$ cat src/pkg/disk_status_pkg.sv
// Package for the disk controller status-flag block: register map,
// status byte layout, command codes and reset values.
// Assumes a 32-bit APB register bus with word-aligned registers.
package disk_status_pkg;

  // Register byte offsets
  localparam logic [7:0] SELECT_OFS   = 8'h00;
  localparam logic [7:0] COMMAND_OFS  = 8'h04;
  localparam logic [7:0] CONTROL_OFS  = 8'h08;
  localparam logic [7:0] STATUS_OFS   = 8'h0C;
  localparam logic [7:0] IRQ_STS_OFS  = 8'h10;
  localparam logic [7:0] IRQ_MASK_OFS = 8'h14;

  // Select address that this controller answers to
  localparam logic [7:0] DEV_SEL_ADDR = 8'h87;
  // Byte returned when the controller is not selected
  localparam logic [7:0] OPEN_BUS     = 8'hFF;

  // Status byte bit positions
  localparam int WP_BIT       = 0;
  localparam int RD_ERR_BIT   = 5;
  localparam int NOT_BUSY_BIT = 7;

  // Control register bit positions (write-only pulses)
  localparam int DEV_CLEAR_BIT = 0;
  localparam int INIT_BIT      = 1;

  // Interrupt status bit positions
  localparam int IRQ_DONE_BIT = 0;
  localparam int IRQ_WP_BIT   = 1;
  localparam int IRQ_RDE_BIT  = 2;
  localparam int IRQ_W        = 3;

  // Disk command codes, bits 2:0 of the command register
  localparam logic [2:0] CMD_UPD_READ  = 3'h0;
  localparam logic [2:0] CMD_UPD_WRITE = 3'h1;
  localparam logic [2:0] CMD_UPD_CHECK = 3'h2;
  localparam logic [2:0] CMD_READ      = 3'h3;
  localparam logic [2:0] CMD_WRITE     = 3'h4;
  localparam logic [2:0] CMD_CHECK     = 3'h5;
  localparam logic [2:0] CMD_RESTORE   = 3'h6;
  localparam logic [2:0] CMD_INIT_TRK  = 3'h7;

  // Reset values
  localparam logic [IRQ_W-1:0] IRQ_MASK_RST = 3'h0;
  localparam logic [2:0]       CMD_RST      = 3'h0;

  // Command progress states
  typedef enum logic {ST_IDLE, ST_BUSY} op_state_t;

endpackage

$ cat src/design/sync2.sv
// Two-flop synchroniser for a group of independent level inputs.
// Assumes each bit is a slow level; multi-bit coherence is not kept.
`timescale 1ns/1ns
module sync2 #(
  parameter int W = 1
) (
  // Clock and reset
  input  wire logic         pclk,
  input  wire logic         presetn,
  // Asynchronous levels in, synchronised levels out
  input  wire logic [W-1:0] async_in,
  output logic      [W-1:0] sync_out
);

  logic [W-1:0] meta_q;

  // First stage feeds only the second stage
  always_ff @(posedge pclk or negedge presetn)
    if (!presetn)
    begin
      meta_q   <= '0;
      sync_out <= '0;
    end
    else
    begin
      meta_q   <= async_in;
      sync_out <= meta_q;
    end

endmodule

$ cat src/design/sticky_bits.sv
// Sticky event bits, cleared by writing a one to them.
// Assumes set and clear pulses are on the same clock as the bits.
`timescale 1ns/1ns
module sticky_bits #(
  parameter int W = 3
) (
  // Clock and reset
  input  wire logic         pclk,
  input  wire logic         presetn,
  // Event pulses and write-one-to-clear strobes
  input  wire logic [W-1:0] set_in,
  input  wire logic [W-1:0] clr_in,
  output logic      [W-1:0] bits_q
);

  logic [W-1:0] bits_d;

  // A set in the clearing cycle wins, so no event is lost
  assign bits_d = (bits_q & ~clr_in) | set_in;

  always_ff @(posedge pclk or negedge presetn)
    if (!presetn)
      bits_q <= '0;
    else
      bits_q <= bits_d;

endmodule

$ cat src/design/disk_status_flags.sv
// Status flags and command progress of a hard disk controller, APB slave.
// Assumes drive signals arrive asynchronously and the APB master follows
// the usual setup/access sequence on pclk.
//
// Local design decisions: the APB interface to the registers and the register addresses.
`timescale 1ns/1ns
module disk_status_flags (
  // Clock and reset
  input  wire logic        pclk,
  input  wire logic        presetn,
  // APB slave
  input  wire logic        psel,
  input  wire logic        penable,
  input  wire logic        pwrite,
  input  wire logic [7:0]  paddr,
  input  wire logic [31:0] pwdata,
  output logic      [31:0] prdata,
  output logic             pready,
  output logic             pslverr,
  // Drive side levels, asynchronous
  input  wire logic        drive_protect,
  input  wire logic        format_allow,
  input  wire logic        sector_unwritten,
  input  wire logic        op_done,
  // Interrupt
  output logic             irq
);

  // Synchronised drive levels
  logic [3:0] drv_s;
  logic       wp_s;
  logic       fa_s;
  logic       unw_s;
  logic       done_s;
  logic       done_prev_q;
  logic       done_evt;

  sync2 #(.W(4)) u_sync (
    .pclk     (pclk),
    .presetn  (presetn),
    .async_in ({op_done, sector_unwritten, format_allow, drive_protect}),
    .sync_out (drv_s)
  );

  assign wp_s   = drv_s[0];
  assign fa_s   = drv_s[1];
  assign unw_s  = drv_s[2];
  assign done_s = drv_s[3];

  // Completion edge taken from the synchronised level only
  always_ff @(posedge pclk or negedge presetn)
    if (!presetn)
      done_prev_q <= 1'b0;
    else
      done_prev_q <= done_s;

  assign done_evt = done_s & ~done_prev_q;

  // APB decode; zero wait states, so access phase always completes
  logic setup_ph;
  logic wr_en;
  logic hit_sel;
  logic hit_cmd;
  logic hit_ctl;
  logic hit_sts;
  logic hit_isr;
  logic hit_msk;
  logic mapped;

  assign setup_ph = psel & ~penable;
  assign wr_en    = psel & penable & pwrite;
  assign hit_sel  = paddr == disk_status_pkg::SELECT_OFS;
  assign hit_cmd  = paddr == disk_status_pkg::COMMAND_OFS;
  assign hit_ctl  = paddr == disk_status_pkg::CONTROL_OFS;
  assign hit_sts  = paddr == disk_status_pkg::STATUS_OFS;
  assign hit_isr  = paddr == disk_status_pkg::IRQ_STS_OFS;
  assign hit_msk  = paddr == disk_status_pkg::IRQ_MASK_OFS;
  assign mapped   = hit_sel | hit_cmd | hit_ctl | hit_sts | hit_isr
                  | hit_msk;
  assign pready   = 1'b1;
  assign pslverr  = psel & penable & ~mapped;

  // Instruction strobes; clear and initialize override any command
  logic dclr_wr;
  logic init_wr;
  logic abort;
  logic sel_wr;
  logic start;
  logic [2:0] new_cmd;

  assign dclr_wr = wr_en & hit_ctl & pwdata[disk_status_pkg::DEV_CLEAR_BIT];
  assign init_wr = wr_en & hit_ctl & pwdata[disk_status_pkg::INIT_BIT];
  assign abort   = dclr_wr | init_wr;
  assign sel_wr  = wr_en & hit_sel;
  assign new_cmd = pwdata[2:0];

  // Controller selection state
  logic       selected_q;
  logic       selected_d;
  logic [7:0] sel_addr_q;

  assign selected_d = init_wr ? 1'b0 :
                      sel_wr  ? (pwdata[7:0] == disk_status_pkg::DEV_SEL_ADDR)
                              : selected_q;

  always_ff @(posedge pclk or negedge presetn)
    if (!presetn)
    begin
      selected_q <= 1'b0;
      sel_addr_q <= '0;
    end
    else
    begin
      selected_q <= selected_d;
      if (sel_wr)
        sel_addr_q <= pwdata[7:0];
    end

  // Commands taken only when selected and idle; others are dropped
  disk_status_pkg::op_state_t state_q;
  disk_status_pkg::op_state_t state_d;
  logic [2:0] cmd_q;
  logic       not_busy_q;
  logic       is_read;
  logic       finish;

  assign start  = wr_en & hit_cmd & selected_q
                & (state_q == disk_status_pkg::ST_IDLE);
  assign finish = (state_q == disk_status_pkg::ST_BUSY) & done_evt & ~abort;

  always_comb
  begin
    state_d = state_q;
    case (state_q)
      disk_status_pkg::ST_IDLE:
        if (start)
          state_d = disk_status_pkg::ST_BUSY;
      disk_status_pkg::ST_BUSY:
        if (abort || done_evt)
          state_d = disk_status_pkg::ST_IDLE;
      default:
        state_d = disk_status_pkg::ST_IDLE;
    endcase
  end

  always_ff @(posedge pclk or negedge presetn)
    if (!presetn)
    begin
      state_q <= disk_status_pkg::ST_IDLE;
      cmd_q   <= disk_status_pkg::CMD_RST;
    end
    else
    begin
      state_q <= state_d;
      if (start)
        cmd_q <= new_cmd;
    end

  always_ff @(posedge pclk or negedge presetn)
    if (!presetn)
      not_busy_q <= 1'b1;
    else
      not_busy_q <= (state_d == disk_status_pkg::ST_IDLE);

  // Write-protect flag, judged when the command is issued
  logic wp_q;
  logic wp_d;
  logic wp_set;

  assign wp_set = start
    & (((new_cmd == disk_status_pkg::CMD_WRITE) & wp_s)
    | ((new_cmd == disk_status_pkg::CMD_INIT_TRK) & (wp_s | ~fa_s)));

  assign wp_d = abort ? 1'b0 : (wp_q | wp_set);

  always_ff @(posedge pclk or negedge presetn)
    if (!presetn)
      wp_q <= 1'b0;
    else
      wp_q <= wp_d;

  // Read error flag, judged when the command finishes
  logic rde_q;
  logic rde_d;

  assign is_read = (cmd_q == disk_status_pkg::CMD_UPD_READ)
                 | (cmd_q == disk_status_pkg::CMD_UPD_CHECK)
                 | (cmd_q == disk_status_pkg::CMD_READ)
                 | (cmd_q == disk_status_pkg::CMD_CHECK);

  assign rde_d = abort  ? 1'b0 :
                 finish ? (is_read & unw_s) : rde_q;

  always_ff @(posedge pclk or negedge presetn)
    if (!presetn)
      rde_q <= 1'b0;
    else
      rde_q <= rde_d;

  logic [7:0] status_byte;

  always_comb
  begin
    status_byte = 8'h00;
    status_byte[disk_status_pkg::NOT_BUSY_BIT] = not_busy_q;
    status_byte[disk_status_pkg::RD_ERR_BIT]   = rde_q;
    status_byte[disk_status_pkg::WP_BIT]       = wp_q;
  end

  // Interrupts: completion, protect fault, read error
  logic [disk_status_pkg::IRQ_W-1:0] isr_q;
  logic [disk_status_pkg::IRQ_W-1:0] isr_set;
  logic [disk_status_pkg::IRQ_W-1:0] isr_clr;
  logic [disk_status_pkg::IRQ_W-1:0] mask_q;

  assign isr_set = {finish & is_read & unw_s, wp_set, finish};
  assign isr_clr = (wr_en & hit_isr)
                 ? pwdata[disk_status_pkg::IRQ_W-1:0] : '0;

  sticky_bits #(.W(disk_status_pkg::IRQ_W)) u_isr (
    .pclk    (pclk),
    .presetn (presetn),
    .set_in  (isr_set),
    .clr_in  (isr_clr),
    .bits_q  (isr_q)
  );

  always_ff @(posedge pclk or negedge presetn)
    if (!presetn)
      mask_q <= disk_status_pkg::IRQ_MASK_RST;
    else if (wr_en && hit_msk)
      mask_q <= pwdata[disk_status_pkg::IRQ_W-1:0];

  assign irq = |(isr_q & mask_q);

  // Read data captured in setup phase, held through access
  logic [31:0] rd_mux;
  logic [31:0] prdata_q;

  assign rd_mux =
    hit_sel ? {24'h000000, sel_addr_q} :
    hit_sts ? {24'h000000, selected_q ? status_byte
                                      : disk_status_pkg::OPEN_BUS} :
    hit_isr ? {29'h00000000, isr_q} :
    hit_msk ? {29'h00000000, mask_q} : 32'h00000000;

  always_ff @(posedge pclk or negedge presetn)
    if (!presetn)
      prdata_q <= 32'h00000000;
    else if (setup_ph)
      prdata_q <= rd_mux;

  assign prdata = prdata_q;
endmodule

$ cat config.mk
export PLATFORM = sky130hd
export DESIGN_NAME = disk_status_flags
export DESIGN_NICKNAME = d
export VERILOG_FILES = /design/src/pkg/disk_status_pkg.sv /design/src/design/sync2.sv /design/src/design/sticky_bits.sv /design/src/design/disk_status_flags.sv
export SDC_FILE = /design/constraint.sdc
export NUM_CORES = 1
export LEC_CHECK = 0
export BUFFER_PORTS_ARGS = -buffer_cell sky130_fd_sc_hd__buf_2
export CORE_ASPECT_RATIO = 0.5
export CORE_MARGIN = 5
export CORE_UTILIZATION = 37
export DETAILED_ROUTE_END_ITERATION = 6
export PLACE_DENSITY = 0.76
export SYNTH_ARGS = -nofsm -noshare
export SYNTH_HDL_FRONTEND = slang
export SYNTH_SLANG_ARGS = --single-unit
export TNS_END_PERCENT = 5
$ cat constraint.sdc
create_clock -name pclk -period 1.7 [get_ports pclk]
set_input_delay 0.085 -clock pclk [delete_from_list [all_inputs] [get_ports pclk]]
set_output_delay 0.085 -clock pclk [all_outputs]
set_load 0.1 [all_outputs]
After elaboration in Yosys (flattened, before gate mapping):

Cells that the tools add are included.

* bits in registers: 63
* bits of input ports: 49
* logic and storage cells: 89

* equal/unequal tests: 11
* multiplexer cells: 14
* bitwise gates (word level): 44
* reductions and logical operators: 7

Operators with widths (number)
* 8-bit two-way mux: 3
* 1-bit AND: 21
* 8-bit by 4-bit equality test with 1-bit output (second input constant): 2
* 8-bit by 5-bit equality test with 1-bit output (second input constant): 2
* 1-bit OR: 12
* 3-bit equality test (second input constant): 3
* 3-bit two-way mux: 3
* 8-bit by 3-bit equality test with 1-bit output (second input constant): 1
* 8-bit equality test (second input constant): 1
* 8-bit logical NOT: 1
* 1-bit two-way mux: 7
* 1-bit inverter: 7
* 3-bit AND: 2
* 3-bit by 2-bit equality test with 1-bit output (second input constant): 2
* 2-bit nonzero test: 2
* 3-bit logical NOT: 1
* 3-bit inverter: 1
* 3-bit OR: 1
* 3-bit OR reduction: 1
* 1-bit case mux with 2 select lines: 1
* 1-bit logical AND: 1
* 1-bit logical OR: 1

Logic depth before layout (Yosys ltp):

* depth after elaboration: 10
* gate-level depth with buffers: 6

Cells and area by module:

Synthesis repeated with hierarchy kept, for this count alone.

* cells, all modules: 190
* area, all modules: 1980.6 um^2

Modules (own cells, without submodules)
* disk_status_flags: instances 1, cells an instance 173, area each 1671.6 um^2, seq. area each 701.9 um^2
* sync2: instances 1, cells an instance 8, area each 200.2 um^2, seq. area each 200.2 um^2
* sticky_bits: instances 1, cells an instance 9, area each 108.9 um^2, seq. area each 75.1 um^2

Worst setup path after synthesis:

No wires, ideal clock.

* path type: input -> output
* start point: input port paddr[3]
* end point: output port pslverr
* arrival time: 1.901 ns
* required time: 1.615 ns
* setup slack: -0.286 ns
* cell stages on the path: 3
* path through: clkbuf_1 nand2_1 a21oi_1

* cells in the longest elaborated chain, start to end: 8
* elaborated cells between the ends (all ways): 13
* those cells by class: 5 x eq/ne; 7 x bitwise; 1 x reduce/logical

Ends and longest elaborated chain
* start: declaration: RTL line disk_status_flags.sv:15 `input wire logic [7:0] paddr,`
* 8-bit by 3-bit equality test with 1-bit output or 8-bit logical NOT (tied branches): RTL line disk_status_flags.sv:73, disk_status_flags.sv:72
* 1-bit OR (4 in series): RTL line disk_status_flags.sv:78 `assign mapped = hit_sel | hit_cmd | hit_ctl | hit_sts | hit_isr`
* 1-bit OR (*): RTL line disk_status_flags.sv:79 `| hit_msk;`
* 1-bit inverter (*): RTL line disk_status_flags.sv:81 `assign pslverr = psel & penable & ~mapped;`
* 1-bit AND (*): RTL line disk_status_flags.sv:81
* end: declaration: RTL line disk_status_flags.sv:19 `output logic pslverr,`

Every way passes the cells marked *; elsewhere a longest branch is shown, timed or not.

Final worst setup path:

* start point: register state_q
* end point: register cmd_q[0]

* cells in the longest elaborated chain, start to end: 2

Ends and longest elaborated chain
* start: declaration: RTL line disk_status_flags.sv:120 `disk_status_pkg::op_state_t state_q;`
* start signal: assignment: RTL line disk_status_flags.sv:149 `state_q <= disk_status_pkg::ST_IDLE;`
* start signal: assignment: RTL line disk_status_flags.sv:154 `state_q <= state_d;`
* 1-bit inverter: RTL line disk_status_flags.sv:128 `& (state_q == disk_status_pkg::ST_IDLE);`
* 1-bit AND: RTL line disk_status_flags.sv:128
* end signal: assignment: RTL line disk_status_flags.sv:150 `cmd_q <= disk_status_pkg::CMD_RST;`
* end signal: assignment: RTL line disk_status_flags.sv:156 `cmd_q <= new_cmd;`
* end: declaration: RTL line disk_status_flags.sv:122 `logic [2:0] cmd_q;`

Every way passes these cells.
A chain may end at the register's enable or synchronous reset.

==> flow_metrics.tcl <==
set metrics [dict create \
    status "finished, final reports clean" \
    multi_input_area_um2 840 \
    gp_congestion 0.856 \
    layout_commonest_cell "dfrtp_1" \
    wl_per_cell_um 14.4 \
    synth_cells 179 \
    final_cell_mix "dfrtp_1 (38), buf_2 (34), conb_1 (25)" \
    dpl_worst_slack_ns -0.000351 \
    reg2reg_to "cmd_q[0]" \
    synth_compound_area_frac 0.100 \
    cts_root_buf "clkbuf_8" \
    min-delay-start "pwdata[7]" \
    grt_use_met2 0.246 \
    avgViaCountPerCell 4.83 \
    syn_avg_cell_area_um2 11.0 \
    timing.rr.start "state_q" \
    synth_mux_area_frac 0.117 \
    min_period_over_period 0.894 \
    grt_start_max_net_pins 40 \
    drv_cap 0 \
    critPathLaunchType "register" \
    busiest_layer "met2" \
    p_per_area_nw_per_um2 922 \
    synth.distinct_cells 47 \
    regArea_um2 977 \
    use_met3 0.0324 \
    gr-usage-met1 0.148 \
    yosys_warnings 0 \
    fin_skew_ns 0.00875 \
    numCtsBuffers 5 \
    worst_slack_ns 0.180 \
    ys_ff_latch 39 \
    hp-class "input port to register" \
    synth_xor_xnor_area_share 0.00445 \
    grt_pass1_wl_um 6890 \
    clk_latency_ns 0.29 \
    place_inst 285 \
    r2r_setup_slack_ns 0.18 \
    first_pass_iters 4 \
    fp.dieH_um 61.6 \
    fmax_ghz 0.658 \
    reg2regPathDepth 4 \
    drc_errors 0 \
    ant_nets 0 \
    post_cts_buffers 0 \
    diodes 0 \
    io_buffers 34 \
    initial_core_util 0.390 \
    fillers 466 \
    setup_viol 0 \
    num_vias 1440 \
    final-hold-violation-count 0 \
    dp.final_hpwl_um 3180 \
    rsz0062_at_grt "false" \
    first_global_vias 1404 \
    fin_cells 298 \
    overflow 0 \
    die-area_um2 6970 \
    synthAdderAreaFrac 0 \
    arrival_ns 1.69 \
    area_delta_synth_final_pct 16.8 \
    path_max_fanout 4 \
    fin_nets 276 \
    ioPinCount 84 \
    grt_usage 0.130 \
    maxSlewHeadroom 0.659 \
    htree_levels 2 \
    synth_top_family_by_area "simple AND/OR/NAND/NOR gates" \
    drt_iter0_markers 64 \
    wirelength_um 4290 \
    core_um2 5040 \
    clk_path_buf_depth 2 \
    yosysSeqAreaShare 0.497 \
    clk_pin_slew_ns 0.07 \
    synth_area_um2 1970 \
    min_path_cells 2 \
    synth-simple-area-share 0.155 \
    drive_above_1_share 0.333 \
    die_w_um 113 \
    cts_sinks 39 \
    worstMarginPinSlew_ns 0.510 \
    endpoint_kind "register" \
    antenna_found_initial 0 \
    min_to "sel_addr_q[7]" \
    slew_violations 0 \
    cts_tree "built" \
    min_period_ns 1.52 \
    crit_required_ns 1.87 \
    rows 18 \
    p_leak_nw 1.13 \
    vdd_drop_max_mv 0.287 \
    crit_type "register to register" \
]
## sequential cells by signal, indices dropped and copies added (netlist names)
| register | count |
|---|---|
| rde_q | 1 |
| u_sync.meta_q | 4 |
| done_prev_q | 1 |
| wp_q | 1 |
| u_sync.sync_out | 4 |
| sel_addr_q | 8 |
| mask_q | 3 |
| selected_q | 1 |
| cmd_q | 3 |
| not_busy_q | 1 |
| state_q | 1 |
| u_isr.bits_q | 3 |
| prdata | 8 |
## report_power, final
group	switching, mW	total, mW	internal, mW
Sequential	0.0184	0.980	0.962
Combinational	0.456	0.536	0.0798
Clock	0.322	0.603	0.281
## metrics by stage
step	area, µm²	hold slack (ns)	power (mW)	utilization	setup TNS [ns]
after floorplan	2060	-0.211	1.47	-	0
after global placement	2160	0.156	1.51	0.429	0
after detailed placement	2160	0.171	1.52	0.429	-0.000351
after CTS	2300	0.0318	2.13	0.456	0
after global routing	2300	0.0280	2.21	0.456	0
final	2300	0.0363	2.12	0.456	0
## worst max path at each step
stage	from	to	cells past startpoint
floorplan	paddr[5]	sel_addr_q[0]	5
global placement	paddr[5]	sel_addr_q[1]	4
detailed placement	paddr[5]	sel_addr_q[0]	4
CTS	state_q	cmd_q[0]	4
global route	u_isr.bits_q[2]	irq	3
finish	state_q	cmd_q[0]	4
## worst max-delay path, stage by stage (launching register included)
cell and delay, ns:
dfrtp_1 0.40, nand4bb_1 0.24, nor4_2 0.26, buf_4 0.17, mux2_2 0.33
## cells by family (layout without fill, tap and decap cells)
group                     after synthesis  in the layout
DFF                                    39             39
AOI/OAI and AO/OA                      30             30
xor gates and xnor gates                1              1
other                                   2             25
buffers and inverters                  35             61
muxes                                  18             18
and+or+nand+nor                        54             54
## per-layer routing
metal / wire length, µm / vias up
li1: - / 672
met1: 1730 / 704
met2: 2210 / 60
met3: 326 / 4
met4: 28 / 0
met5: 0 / -
## cell usage after synthesis, drive strengths merged
library cell | n | area (µm²)
a211oi | 1 | 7.51
a21bo | 1 | 10.0
a21oi | 11 | 55.1
a222oi | 1 | 10.0
a22oi | 4 | 30.0
a31oi | 1 | 6.26
a41oi | 1 | 8.76
and2 | 1 | 6.26
and4b | 1 | 10.0
buf | 29 | 219
clkbuf | 2 | 7.51
conb | 2 | 7.51
dfrtp | 38 | 951
dfstp | 1 | 26.3
inv | 4 | 15.0
mux2 | 16 | 210
mux2i | 2 | 20.0
nand2 | 15 | 56.3
nand2b | 4 | 25.0
nand3 | 2 | 10.0
nand3b | 1 | 7.51
nand4b | 1 | 8.76
nand4bb | 1 | 11.3
nor2 | 11 | 41.3
nor2b | 2 | 12.5
nor3 | 2 | 10.0
nor3b | 1 | 7.51
nor4 | 3 | 25.0
nor4b | 1 | 8.76
o211ai | 1 | 7.51
o21a | 1 | 7.51
o21ai | 3 | 15.0
o21bai | 1 | 7.51
o2bb2ai | 2 | 17.5
o31ai | 2 | 15.0
or2 | 1 | 6.26
or3 | 3 | 18.8
or3b | 1 | 8.76
or4 | 1 | 11.3
or4b | 2 | 20.0
xnor2 | 1 | 8.76
## timing repair
action,4_1_cts,5_1_grt
resized for setup,0,0
hold buffers,5,0
setup endpoints to repair,0,0
hold endpoints to repair,42,0
## layout make-up
type,count,share of cell area
Tap cell,70,0.0381
Clock inverter,3,0.00653
Timing Repair Buffer,49,0.128
Clock buffer,5,0.0299
Inverter,4,0.00653
Sequential cell,39,0.425
Multi-Input combinational cell,128,0.365
Power figures use the tool's default switching activity.
